==> src/hssc_consts.vh <==
// constants for the high-side supply supervisor control block
`ifndef HSSC_CONSTS_VH
`define HSSC_CONSTS_VH
// register byte addresses
`define HSSC_ADDR_PWD 8'h00
`define HSSC_ADDR_AUX 8'h02
`define HSSC_ADDR_HSC 8'h04
`define HSSC_ADDR_IFG 8'h0C
`define HSSC_ADDR_IMASK 8'h0E
// password byte
`define HSSC_PWD_UNLOCK 8'hA5
`define HSSC_PWD_READ 8'h96
// high-side control fields
`define HSSC_B_MFP 15
`define HSSC_B_MEN 14
`define HSSC_B_OVP 12
`define HSSC_B_SFP 11
`define HSSC_B_SEN 10
`define HSSC_B_ACE 7
`define HSSC_B_EVM 6
`define HSSC_B_SMD 4
`define HSSC_B_DLY 3
`define HSSC_RST_HSC 16'h4400
`define HSSC_WMASK_HSC 16'hDFD7
`define HSSC_WMASK_AUX 16'h0033
// event status bits
`define HSSC_EV_SUP 0
`define HSSC_EV_MON 1
`define HSSC_EV_OVP 2
`define HSSC_EV_DLY 3
// delay times in ns, and cycle counts at 10 ns
`define HSSC_DLY_SLOW_NS 2000
`define HSSC_DLY_FAST_NS 500
`define HSSC_CLK_NS 10
// sized to the 16-bit delay counter so the load drops no bits
`define HSSC_DLY_SLOW_CYC 16'h00C8
`define HSSC_DLY_FAST_CYC 16'h0032
`endif

==> src/hssc_delay.v <==
// settle-delay timer that masks high-side events
`timescale 1ns/1ns
`default_nettype none
`include "hssc_consts.vh"
module hssc_delay (
  input wire clock,
  input wire rst,
  // control
  input wire start,
  input wire fast,
  // status
  output reg busy
);
  reg [15:0] count;

  // shorter delay when both circuits run full performance
  always @(posedge clock) begin
    if (rst) begin
      count <= 16'h0000;
      busy <= 1'b0;
    end else if (start) begin
      count <= fast ? `HSSC_DLY_FAST_CYC : `HSSC_DLY_SLOW_CYC;
      busy <= 1'b1;
    end else if (busy) begin
      if (count == 16'h0001) begin
        busy <= 1'b0; // hardware clears on expiry
      end
      count <= count - 16'h0001;
    end
  end
endmodule // hssc_delay
`default_nettype wire

==> src/hssc_evgate.v <==
// gates raw comparator events into qualified event pulses
`timescale 1ns/1ns
`default_nettype none
module hssc_evgate (
  input wire clock,
  input wire rst,
  // comparator levels
  input wire sup_fail,
  input wire mon_low,
  input wire mon_over,
  // qualifiers
  input wire sup_en,
  input wire mon_en,
  input wire ovp_en,
  input wire masked,
  input wire in_deep_lpm,
  input wire lpm_flag_mode,
  // qualified rising-edge events
  output reg [2:0] ev
);
  reg [2:0] prev;
  wire [2:0] live;

  // deep low-power modes suppress the supervisor flag unless mode bit set
  assign live[0] = sup_en & sup_fail & (~in_deep_lpm | lpm_flag_mode);
  assign live[1] = mon_en & mon_low;
  assign live[2] = mon_en & ovp_en & mon_over;

  // edge detect so a held fault raises one event only
  always @(posedge clock) begin
    if (rst) begin
      prev <= 3'h0;
      ev <= 3'h0;
    end else begin
      prev <= live;
      ev <= masked ? 3'h0 : (live & ~prev);
    end
  end
endmodule // hssc_evgate
`default_nettype wire

==> src/hssc_top.v <==
// register bank and control for the high-side supply supervisor
`timescale 1ns/1ns
`default_nettype none
`include "hssc_consts.vh"
// Notes on behaviour
// - monitor enable bit 14, reset 1, switches the high-side monitor
// - supervisor enable bit 10, reset 1, switches the high-side supervisor
// - bit 15 selects monitor full performance or normal mode
// - bit 11 selects supervisor full performance or normal mode
// - bit 12 enables overvoltage detect; with level reset enable it raises power-on reset
// - bits 9-8 pick reset threshold; supply drop resets when reset enable set
// - bits 2-0 pick release threshold and monitor reached level
// - bit 7 hands low-power mode choice to hardware
// - bit 6 masks supervisor, monitor and overvoltage events, not the delay expiry event
// - bit 4 lets power-fail set supervisor flag in deep sleep modes
// - bit 3 read-only delay status masks events, hardware clears on expiry
// - reserved read-only bits read as zero
// - HSC and AUX writes need password unlock byte; other value relocks; reads fixed
module hssc_top (
  input wire clock,
  input wire rst,
  // avalon-mm slave
  input wire [7:0] address,
  input wire read,
  input wire write,
  input wire [1:0] byteenable,
  input wire [15:0] writedata,
  output reg [15:0] readdata,
  output reg waitrequest,
  output reg irq,
  // analog comparator results and qualifiers
  input wire sup_fail,
  input wire mon_low,
  input wire mon_over,
  input wire in_deep_lpm,
  input wire hw_lpm_request,
  input wire sup_reset_en,
  input wire mon_level_reset_en,
  // analog controls
  output reg mon_enable,
  output reg sup_enable,
  output reg mon_full_perf,
  output reg sup_full_perf,
  output reg ovp_enable,
  output reg [1:0] reset_level,
  output reg [2:0] release_level,
  output reg analog_lpm,
  output reg reset_request,
  output reg por_request
);
  reg [15:0] hsc;
  reg [15:0] aux;
  reg [3:0] ifg;
  reg [3:0] imask;
  reg unlocked;
  reg busy_phase;
  reg dly_start;
  wire dly_busy;
  wire [2:0] ev;
  wire [15:0] hsc_view;
  wire hit;
  wire do_write;
  wire do_read;
  reg [15:0] next_readdata;
  reg [3:0] next_ifg;
  wire [3:0] ev_all;

  // one wait state: the access completes on the second edge
  assign hit = (read | write) & busy_phase;
  assign do_write = write & busy_phase;
  assign do_read = read & busy_phase;

  // status bit is live delay state, reserved bits zero
  assign hsc_view = (hsc & `HSSC_WMASK_HSC) | {12'h000, dly_busy, 3'h0};

  hssc_delay u_delay (
    .clock(clock),
    .rst(rst),
    .start(dly_start),
    .fast(hsc[`HSSC_B_MFP] & hsc[`HSSC_B_SFP]),
    .busy(dly_busy)
  );

  hssc_evgate u_evgate (
    .clock(clock),
    .rst(rst),
    .sup_fail(sup_fail),
    .mon_low(mon_low),
    .mon_over(mon_over),
    .sup_en(hsc[`HSSC_B_SEN]),
    .mon_en(hsc[`HSSC_B_MEN]),
    .ovp_en(hsc[`HSSC_B_OVP]),
    .masked(hsc[`HSSC_B_EVM] | dly_busy),
    .in_deep_lpm(in_deep_lpm),
    .lpm_flag_mode(hsc[`HSSC_B_SMD]),
    .ev(ev)
  );

  // delay expiry is a status event too
  reg dly_prev;
  assign ev_all = {dly_prev & ~dly_busy, ev};

  // bus handshake phase
  always @(posedge clock) begin
    if (rst) begin
      busy_phase <= 1'b0;
      waitrequest <= 1'b1;
    end else begin
      busy_phase <= (read | write) & ~busy_phase;
      waitrequest <= ~((read | write) & ~busy_phase);
    end
  end

  // password byte, HSC and AUX writes only when unlocked
  always @(posedge clock) begin
    if (rst) begin
      unlocked <= 1'b0;
      hsc <= `HSSC_RST_HSC;
      aux <= 16'h0000;
      imask <= 4'h0;
      dly_start <= 1'b0;
    end else begin
      dly_start <= 1'b0;
      if (do_write && address == `HSSC_ADDR_PWD && byteenable[1]) begin
        unlocked <= (writedata[15:8] == `HSSC_PWD_UNLOCK);
      end
      if (do_write && unlocked && address == `HSSC_ADDR_HSC) begin
        // read-only and reserved bits are written as zero
        if (byteenable[0]) begin
          hsc[7:0] <= writedata[7:0] & 8'hD7;
        end
        if (byteenable[1]) begin
          hsc[15:8] <= writedata[15:8] & 8'hDF;
        end
        // reprogramming the circuits restarts the settle delay
        dly_start <= 1'b1;
      end
      if (do_write && unlocked && address == `HSSC_ADDR_AUX && byteenable[0]) begin
        aux[7:0] <= writedata[7:0] & 8'h33;
      end
      if (do_write && address == `HSSC_ADDR_IMASK && byteenable[0]) begin
        imask <= writedata[3:0];
      end
    end
  end

  // sticky event flags; a set in the clearing cycle wins
  always @* begin
    next_ifg = ifg;
    // clear only what the read returned, so a flag raised mid-read survives
    if (do_read && address == `HSSC_ADDR_IFG) begin
      next_ifg = ifg & ~readdata[3:0];
    end
    next_ifg = next_ifg | ev_all;
  end

  always @(posedge clock) begin
    if (rst) begin
      ifg <= 4'h0;
      dly_prev <= 1'b0;
      irq <= 1'b0;
    end else begin
      ifg <= next_ifg;
      dly_prev <= dly_busy;
      irq <= |(next_ifg & imask);
    end
  end

  // read mux, unmapped addresses read zero
  always @* begin
    case (address)
      `HSSC_ADDR_PWD: next_readdata = {`HSSC_PWD_READ, 8'h00};
      `HSSC_ADDR_AUX: next_readdata = aux & `HSSC_WMASK_AUX;
      `HSSC_ADDR_HSC: next_readdata = hsc_view;
      `HSSC_ADDR_IFG: next_readdata = {12'h000, ifg};
      `HSSC_ADDR_IMASK: next_readdata = {12'h000, imask};
      default: next_readdata = 16'h0000;
    endcase
  end

  always @(posedge clock) begin
    if (rst) begin
      readdata <= 16'h0000;
    end else if (read & ~busy_phase) begin
      readdata <= next_readdata;
    end
  end

  // analog control outputs, all registered
  always @(posedge clock) begin
    if (rst) begin
      mon_enable <= 1'b1;
      sup_enable <= 1'b1;
      mon_full_perf <= 1'b0;
      sup_full_perf <= 1'b0;
      ovp_enable <= 1'b0;
      reset_level <= 2'h0;
      release_level <= 3'h0;
      analog_lpm <= 1'b0;
      reset_request <= 1'b0;
      por_request <= 1'b0;
    end else begin
      mon_enable <= hsc[`HSSC_B_MEN];
      sup_enable <= hsc[`HSSC_B_SEN];
      mon_full_perf <= hsc[`HSSC_B_MFP];
      sup_full_perf <= hsc[`HSSC_B_SFP];
      ovp_enable <= hsc[`HSSC_B_OVP];
      reset_level <= hsc[9:8];
      release_level <= hsc[2:0];
      // hardware decides lpm only under automatic control
      analog_lpm <= hsc[`HSSC_B_ACE] & hw_lpm_request;
      reset_request <= hsc[`HSSC_B_SEN] & sup_fail & sup_reset_en;
      por_request <= hsc[`HSSC_B_MEN] & hsc[`HSSC_B_OVP] & mon_over
        & mon_level_reset_en;
    end
  end
endmodule // hssc_top
`default_nettype wire

==> config.mk <==
export PLATFORM = sky130hd
export DESIGN_NAME = hssc_top
export DESIGN_NICKNAME = d
export VERILOG_FILES = /design/src/hssc_delay.v /design/src/hssc_evgate.v /design/src/hssc_top.v
export VERILOG_INCLUDE_DIRS = /design/src
export SDC_FILE = /design/constraint.sdc
export NUM_CORES = 1
export LEC_CHECK = 0
export ABC_AREA = 1
export BUFFER_PORTS_ARGS = -buffer_cell sky130_fd_sc_hd__buf_4
export CAP_MARGIN = 0
export CELL_PAD_IN_SITES_DETAIL_PLACEMENT = 1
export CELL_PAD_IN_SITES_GLOBAL_PLACEMENT = 1
export CORE_MARGIN = 1.5
export CORE_UTILIZATION = 30
export CTS_CLUSTER_DIAMETER = 60
export DETAILED_ROUTE_END_ITERATION = 16
export GPL_TIMING_DRIVEN = 0
export MAX_ROUTING_LAYER = met4
export PLACE_DENSITY_LB_ADDON = 0.1
export SLEW_MARGIN = 20
export SYNTH_ARGS = -nofsm -noshare
export SYNTH_HDL_FRONTEND = slang
export SYNTH_SLANG_ARGS = --single-unit
==> constraint.sdc <==
create_clock -name clock -period 1.5 [get_ports clock]
set_input_delay 0.45 -clock clock [delete_from_list [all_inputs] [get_ports clock]]
set_output_delay 0.45 -clock clock [all_outputs]
set_load 0.01 [all_outputs]
# After elaboration in Yosys (flattened, before gate mapping)
# Cells that the tools add are included.
# Widths: inputs -> output; s select.
dict set report word_totals {
  in_bits 37
  output_inout_bits 31
  word_cells 85
  regBits 83
}
dict set report op_classes {
  reduce_logical 15
  mux 9
  addsub 1
  bitwise_logic 28
  n_eq_ne 6
}
# operator count
set op_table {}
lappend op_table {{$pmux 16 s5} 1}
lappend op_table {{$mux 16} 2}
lappend op_table {{$eq 16x1->1 const B} 1}
lappend op_table {{$eq 8x4->1 const B} 2}
lappend op_table {{$or 16x4->16} 1}
lappend op_table {{$sub 16x1->16 const B} 1}
lappend op_table {{$and 1x1->1} 14}
lappend op_table {{$logic_and 1x1->1} 9}
lappend op_table {{$and 4x4->4} 2}
lappend op_table {{$eq 8x2->1 const B} 1}
lappend op_table {{$eq 8x3->1 const B} 1}
lappend op_table {{$eq 8x8->1 const B} 1}
lappend op_table {{$logic_not 8->1} 1}
lappend op_table {{$mux 8} 1}
lappend op_table {{$mux 1} 4}
lappend op_table {{$mux 4} 1}
lappend op_table {{$not 1->1} 4}
lappend op_table {{$not 4->4} 1}
lappend op_table {{$or 4x4->4} 1}
lappend op_table {{$reduce_and 2->1} 2}
lappend op_table {{$reduce_or 4->1} 1}
lappend op_table {{$and 3x3->3} 1}
lappend op_table {{$not 3->3} 1}
lappend op_table {{$or 1x1->1} 3}
lappend op_table {{other kinds (2)} 2}

# Longest topological paths before layout
dict set report depth {
  depth_word 6
  ltp_mapped 11
  mapped_depth_nobuf 11
}

# Cells and area by module
# A second synthesis with hierarchy kept.
dict set report hier_totals {
  cells_unflattened 484
  area_unflattened_um2 3570.9
}
# module seq_area_each_um2 n_inst cells_each area_each_um2
set by_module_without_submodules {}
lappend by_module_without_submodules {hssc_top 1181.1 1 307 2427.3}
lappend by_module_without_submodules {hssc_delay 340.3 1 151 940.9}
lappend by_module_without_submodules {hssc_evgate 120.1 1 26 202.7}

# Worst setup path after synthesis
# No wires, ideal clock.
dict set report synth_timing {
  kind {input-to-reg}
  from {input address[7]}
  to {register hsc[12]}
  setup_ns 0.117
  t_required_ns 1.383
  n_path_buf 1
  stages 9
  slack_ns 0.074
  arrival_time_ns 1.309
  cell_sequence {nor2_2 > nand2_4 > clkinv_4 > nand3_4 > inv_4 > nand3_2 > buf_6 > o21ai_1 > a21oi_1}
}
dict set report synth_via {
  elab_chain_cells 3
}
# item line
set synth_lines {}
lappend synth_lines {{start: declaration} hssc_top.v:23} ;# input wire [7:0] address,
lappend synth_lines {{$eq 8x3->1} -}
lappend synth_lines {{$logic_and 1x1->1 (no line)} -}
lappend synth_lines {{$reduce_and 2->1 (no line)} -}
lappend synth_lines {{end signal: assignment} hssc_top.v:118} ;# hsc <= `HSSC_RST_HSC;
lappend synth_lines {{end signal: assignment} hssc_top.v:133} ;# hsc[15:8] <= writedata[15:8] & 8'hDF;
lappend synth_lines {{end: declaration} hssc_top.v:51} ;# reg [15:0] hsc;
# Every way passes these cells.
# A chain may end at the register's enable or synchronous reset.

# Worst setup path in the final report
dict set report layout_timing {
  from {register u_delay.count[1]}
  to {register u_delay.count[14]}
}
dict set report layout_via {
  elab_chain_cells 3
}
# item line
set layout_lines {}
lappend layout_lines {{start: declaration} hssc_delay.v:14} ;# reg [15:0] count;
lappend layout_lines {{start signal: assignment} hssc_delay.v:22} ;# count <= fast ? `HSSC_DLY_FAST_CYC : `HSSC_DLY_SLOW_CYC;
lappend layout_lines {{start signal: assignment} hssc_delay.v:28} ;# count <= count - 16'h0001;
lappend layout_lines {{$sub 16x1->16} hssc_delay.v:28}
lappend layout_lines {{$mux 16} hssc_delay.v:24} ;# end else if (busy) begin
lappend layout_lines {{$mux 16} hssc_delay.v:21} ;# end else if (start) begin
# Every way passes these cells. The select of a mux whose other input is x is not followed.

==> reports/metrics.yaml <==
status: "complete, but fails checks"
failed_checks: "DRC"
clk_latency_ps: 350
seqPwrFrac: 0.450
cp_slowest_stage_delay_ps: 320
synth_area_leader_cell: "dfxtp_1"
synth_seq_cells: 82
r2r_cells: 9
dpl.hpwl_um: 8000
drc_errors: 4
start_kind: "flip-flop"
path_max_fanout: 5
path_common_cell: "nor2_4"
antenna_cells: 0
cp-end-kind: "flip-flop"
cp_cell_sequence: "inv_2 -> ha_4 -> nand2_4 -> nor2_4 -> nand2_2 -> nor2_4 -> nand3_2 -> a21oi_2 -> o21a_1"
hold_viol_final: 0
worstHoldPathCells: 3
routabilityCongestion: 0.766
combinationalPowerShare: 0.061
design_area_mm2: 0.00469
synth_top_family_by_area: "simple AND/OR/NAND/NOR gates"
p_sw_mw: 1.14
ctsRootBufferMaster: "clkbuf_16"
ys_seq_area_frac: 0.460
maxCapViolCount: 0
grt_overflow: 0
crit_slowest_cell: "dfxtp_1"
placed_area_mm2: 0.00424
worstPathArrival_ps: 1730
grt_pass1_vias: 3459
synth_xor_area_frac: 0
ys.flop_type: "dfxtp_1"
syn-cell-area_mm2: 0.00357
synth_common_cells: "dfxtp_1, nand2_1, inv_1, nor2_1, a21oi_1"
r2r_slack_ps: 70
powerDensity_mw_per_mm2: 1050
synthAdderAreaFrac: 0.00702
synth_top_cell_area_share: 0.460
rr_endpoint: "u_delay.count[14]"
cts_hold_buffers: 0
ys_warn_count: 0
synth_compound_area_frac: 0.170
slew_violations: 0
synth.area.mux_share: 0
crit_required_ps: 1790
layout_setup_ws_ps: 66.5
synthesis.instances: 449
finalNetCount: 574
ioPinCount: 68
total_power_mw: 4.92
layout-drive-gt1-share: 0.289
die_x_um: 112
ant_nets: 0
synth-edff-count: 0
p_int_mw: 3.78
syn_nets: 488
post-route-min-period_ps: 1430
viasPerCell: 4.83
htreeDepth: 3
drt-initial-drc-count: 77
worstHoldEndpoint: "analog_lpm"
finalCritPeriodShare: 0.956
synth.most_common_cell: "dfxtp_1"
critPathKind: "flip-flop to flip-flop"
p_clk_frac: 0.489
grt_pass1_wl_um: 17600
cts_buffer_depth: 2
fmax_mhz: 698
wl_per_cell_um: 15.8
rows: 39
dp_slack_ps: -445
route.vias.total: 3299
min-delay-start: "hw_lpm_request"
first_pass_iters: 10
setup_viol: 0
rsz0062_at_grt: "true"
synth_area_per_cell_um2: 7.94
area_growth_pct: 31.4
grt_max_degree: 15
p_leak_nw: 2.09
finalWirelength_um: 10800
synthSimpleGateAreaFrac: 0.278
initial_core_util: 0.310
core-area_mm2: 0.0115
cts_sinks: 82
worst_slew_margin_rel: 0.564
clk_pin_slew_worst_paths_ps: 60
peakVddDrop_v: 0.000613
die_y_um: 112
cts_tree: "done"
grt_usage: 0.189
numPortBuffers: 66
synth_cell_types: 45
tightest_slew_ps: 653
r2r-start: "u_delay.count[1]"
die_area_mm2: 0.0126
async_flop_share: 0
ys_top_cells_by_area: "dfxtp_1, a21oi_1, nand2_1, inv_1, nor2_1"
min_path_type: "input pin to flip-flop"
p_sw_frac: 0.232
finClkSkew_ps: 7.14
cts_made_buffers: 9
antenna_found_initial: 0
-- timing repair --
| action | CTS | global route |
|---|---|---|
| endpoints found under the setup margin | 11 | 28 |
| resized for setup | 5 | 18 |
| setup buffers | 0 | 9 |
| pin swaps | 0 | 5 |
-- stage by stage --
step,instances,hold WS [ps],utilization,TNS [ps]
floorplan,449,376,-,0
global placement,658,381,0.368,-14640
detailed placement,658,383,0.368,-17080
CTS,674,329,0.397,0
global route,683,360,0.407,-39.7
finish,683,340,0.407,0
-- critical path: cells and delay by family, from the launching register on --
family                     cells  cell delay [ps]
adders and majority gates      1              170
DFF                            1              320
buffers and inverters          1              140
AOI/OAI and AO/OA              2              230
and+or+nand+nor                5              530
-- metal layers --
| metal | vias up | wire [µm] | GRT usage |
|---|---|---|---|
| met5 | - | 0 | - |
| met4 | 0 | 301 | 0.0920 |
| met3 | 18 | 380 | 0.0373 |
| met2 | 63 | 4820 | 0.286 |
| met1 | 1559 | 5310 | 0.242 |
| li1 | 1659 | - | - |
-- layout make-up --
class / instances / area [µm²]
timing repair buffer: 75 / 563
fill: 1418 / 6830
multi-input combinational: 296 / 1680
buffer: 13 / 78.8
clock inverter: 7 / 93.8
inverter: 58 / 225
sequential: 82 / 1650
clock buffer: 9 / 225
tap: 143 / 179
-- kinds of logic (layout without fill, tap and decap cells) --
group | Yosys count | after routing
simple gates | 186 | 186
compound gates | 107 | 107
flops | 82 | 82
buf+inv | 71 | 162
fa+ha+maj | 2 | 2
other cells | 1 | 1
-- cells in the final DEF, fill, tap and decap left out, types with 4 or more instances in the layout --
cell type / n
a21oi_1: 44
a21oi_2: 4
buf_4: 76
clkbuf_16: 9
dfxtp_1: 79
inv_1: 50
inv_2: 5
nand2_1: 60
nand2_2: 7
nand2_4: 5
nand3_1: 23
nand4_1: 7
nor2_1: 47
nor2_4: 10
nor3_1: 9
o211ai_1: 4
o21ai_0: 17
o21ai_1: 24
-- worst max-delay path by stage --
| stage | from | to | slack [ps] | cells after the start |
|---|---|---|---|---|
| final | u_delay.count[1] | u_delay.count[14] | 70 | 9 |
| after global routing | u_delay.count[1] | u_delay.count[14] | -30 | 9 |
| after CTS | rst | unlocked | 9 | 4 |
| after detailed placement | rst | u_delay.count[11] | -440 | 6 |
| after global placement | rst | release_level[1] | -390 | 4 |
| after floorplan | address[7] | hsc[12] | 70 | 9 |
-- registers in the layout (all words and copies together) (netlist names), 2 cells and up --
register / count
readdata: 15
aux: 4
reset_level: 2
u_evgate.ev: 3
ifg: 4
imask: 4
release_level: 3
u_evgate.prev: 3
u_delay.count: 16
hsc: 13
-- power by group through the flow --
stage                     clock network, mW  registers (mW)  logic, mW
final                                  2.40            2.21      0.301
after global routing                   2.55            2.22      0.333
after CTS                              2.46            2.21      0.304
after detailed placement                  0            2.26      0.303
after global placement                    0            2.26      0.298
after floorplan                           0            2.26      0.131
Note: power is estimated with default switching activity, not from simulation.
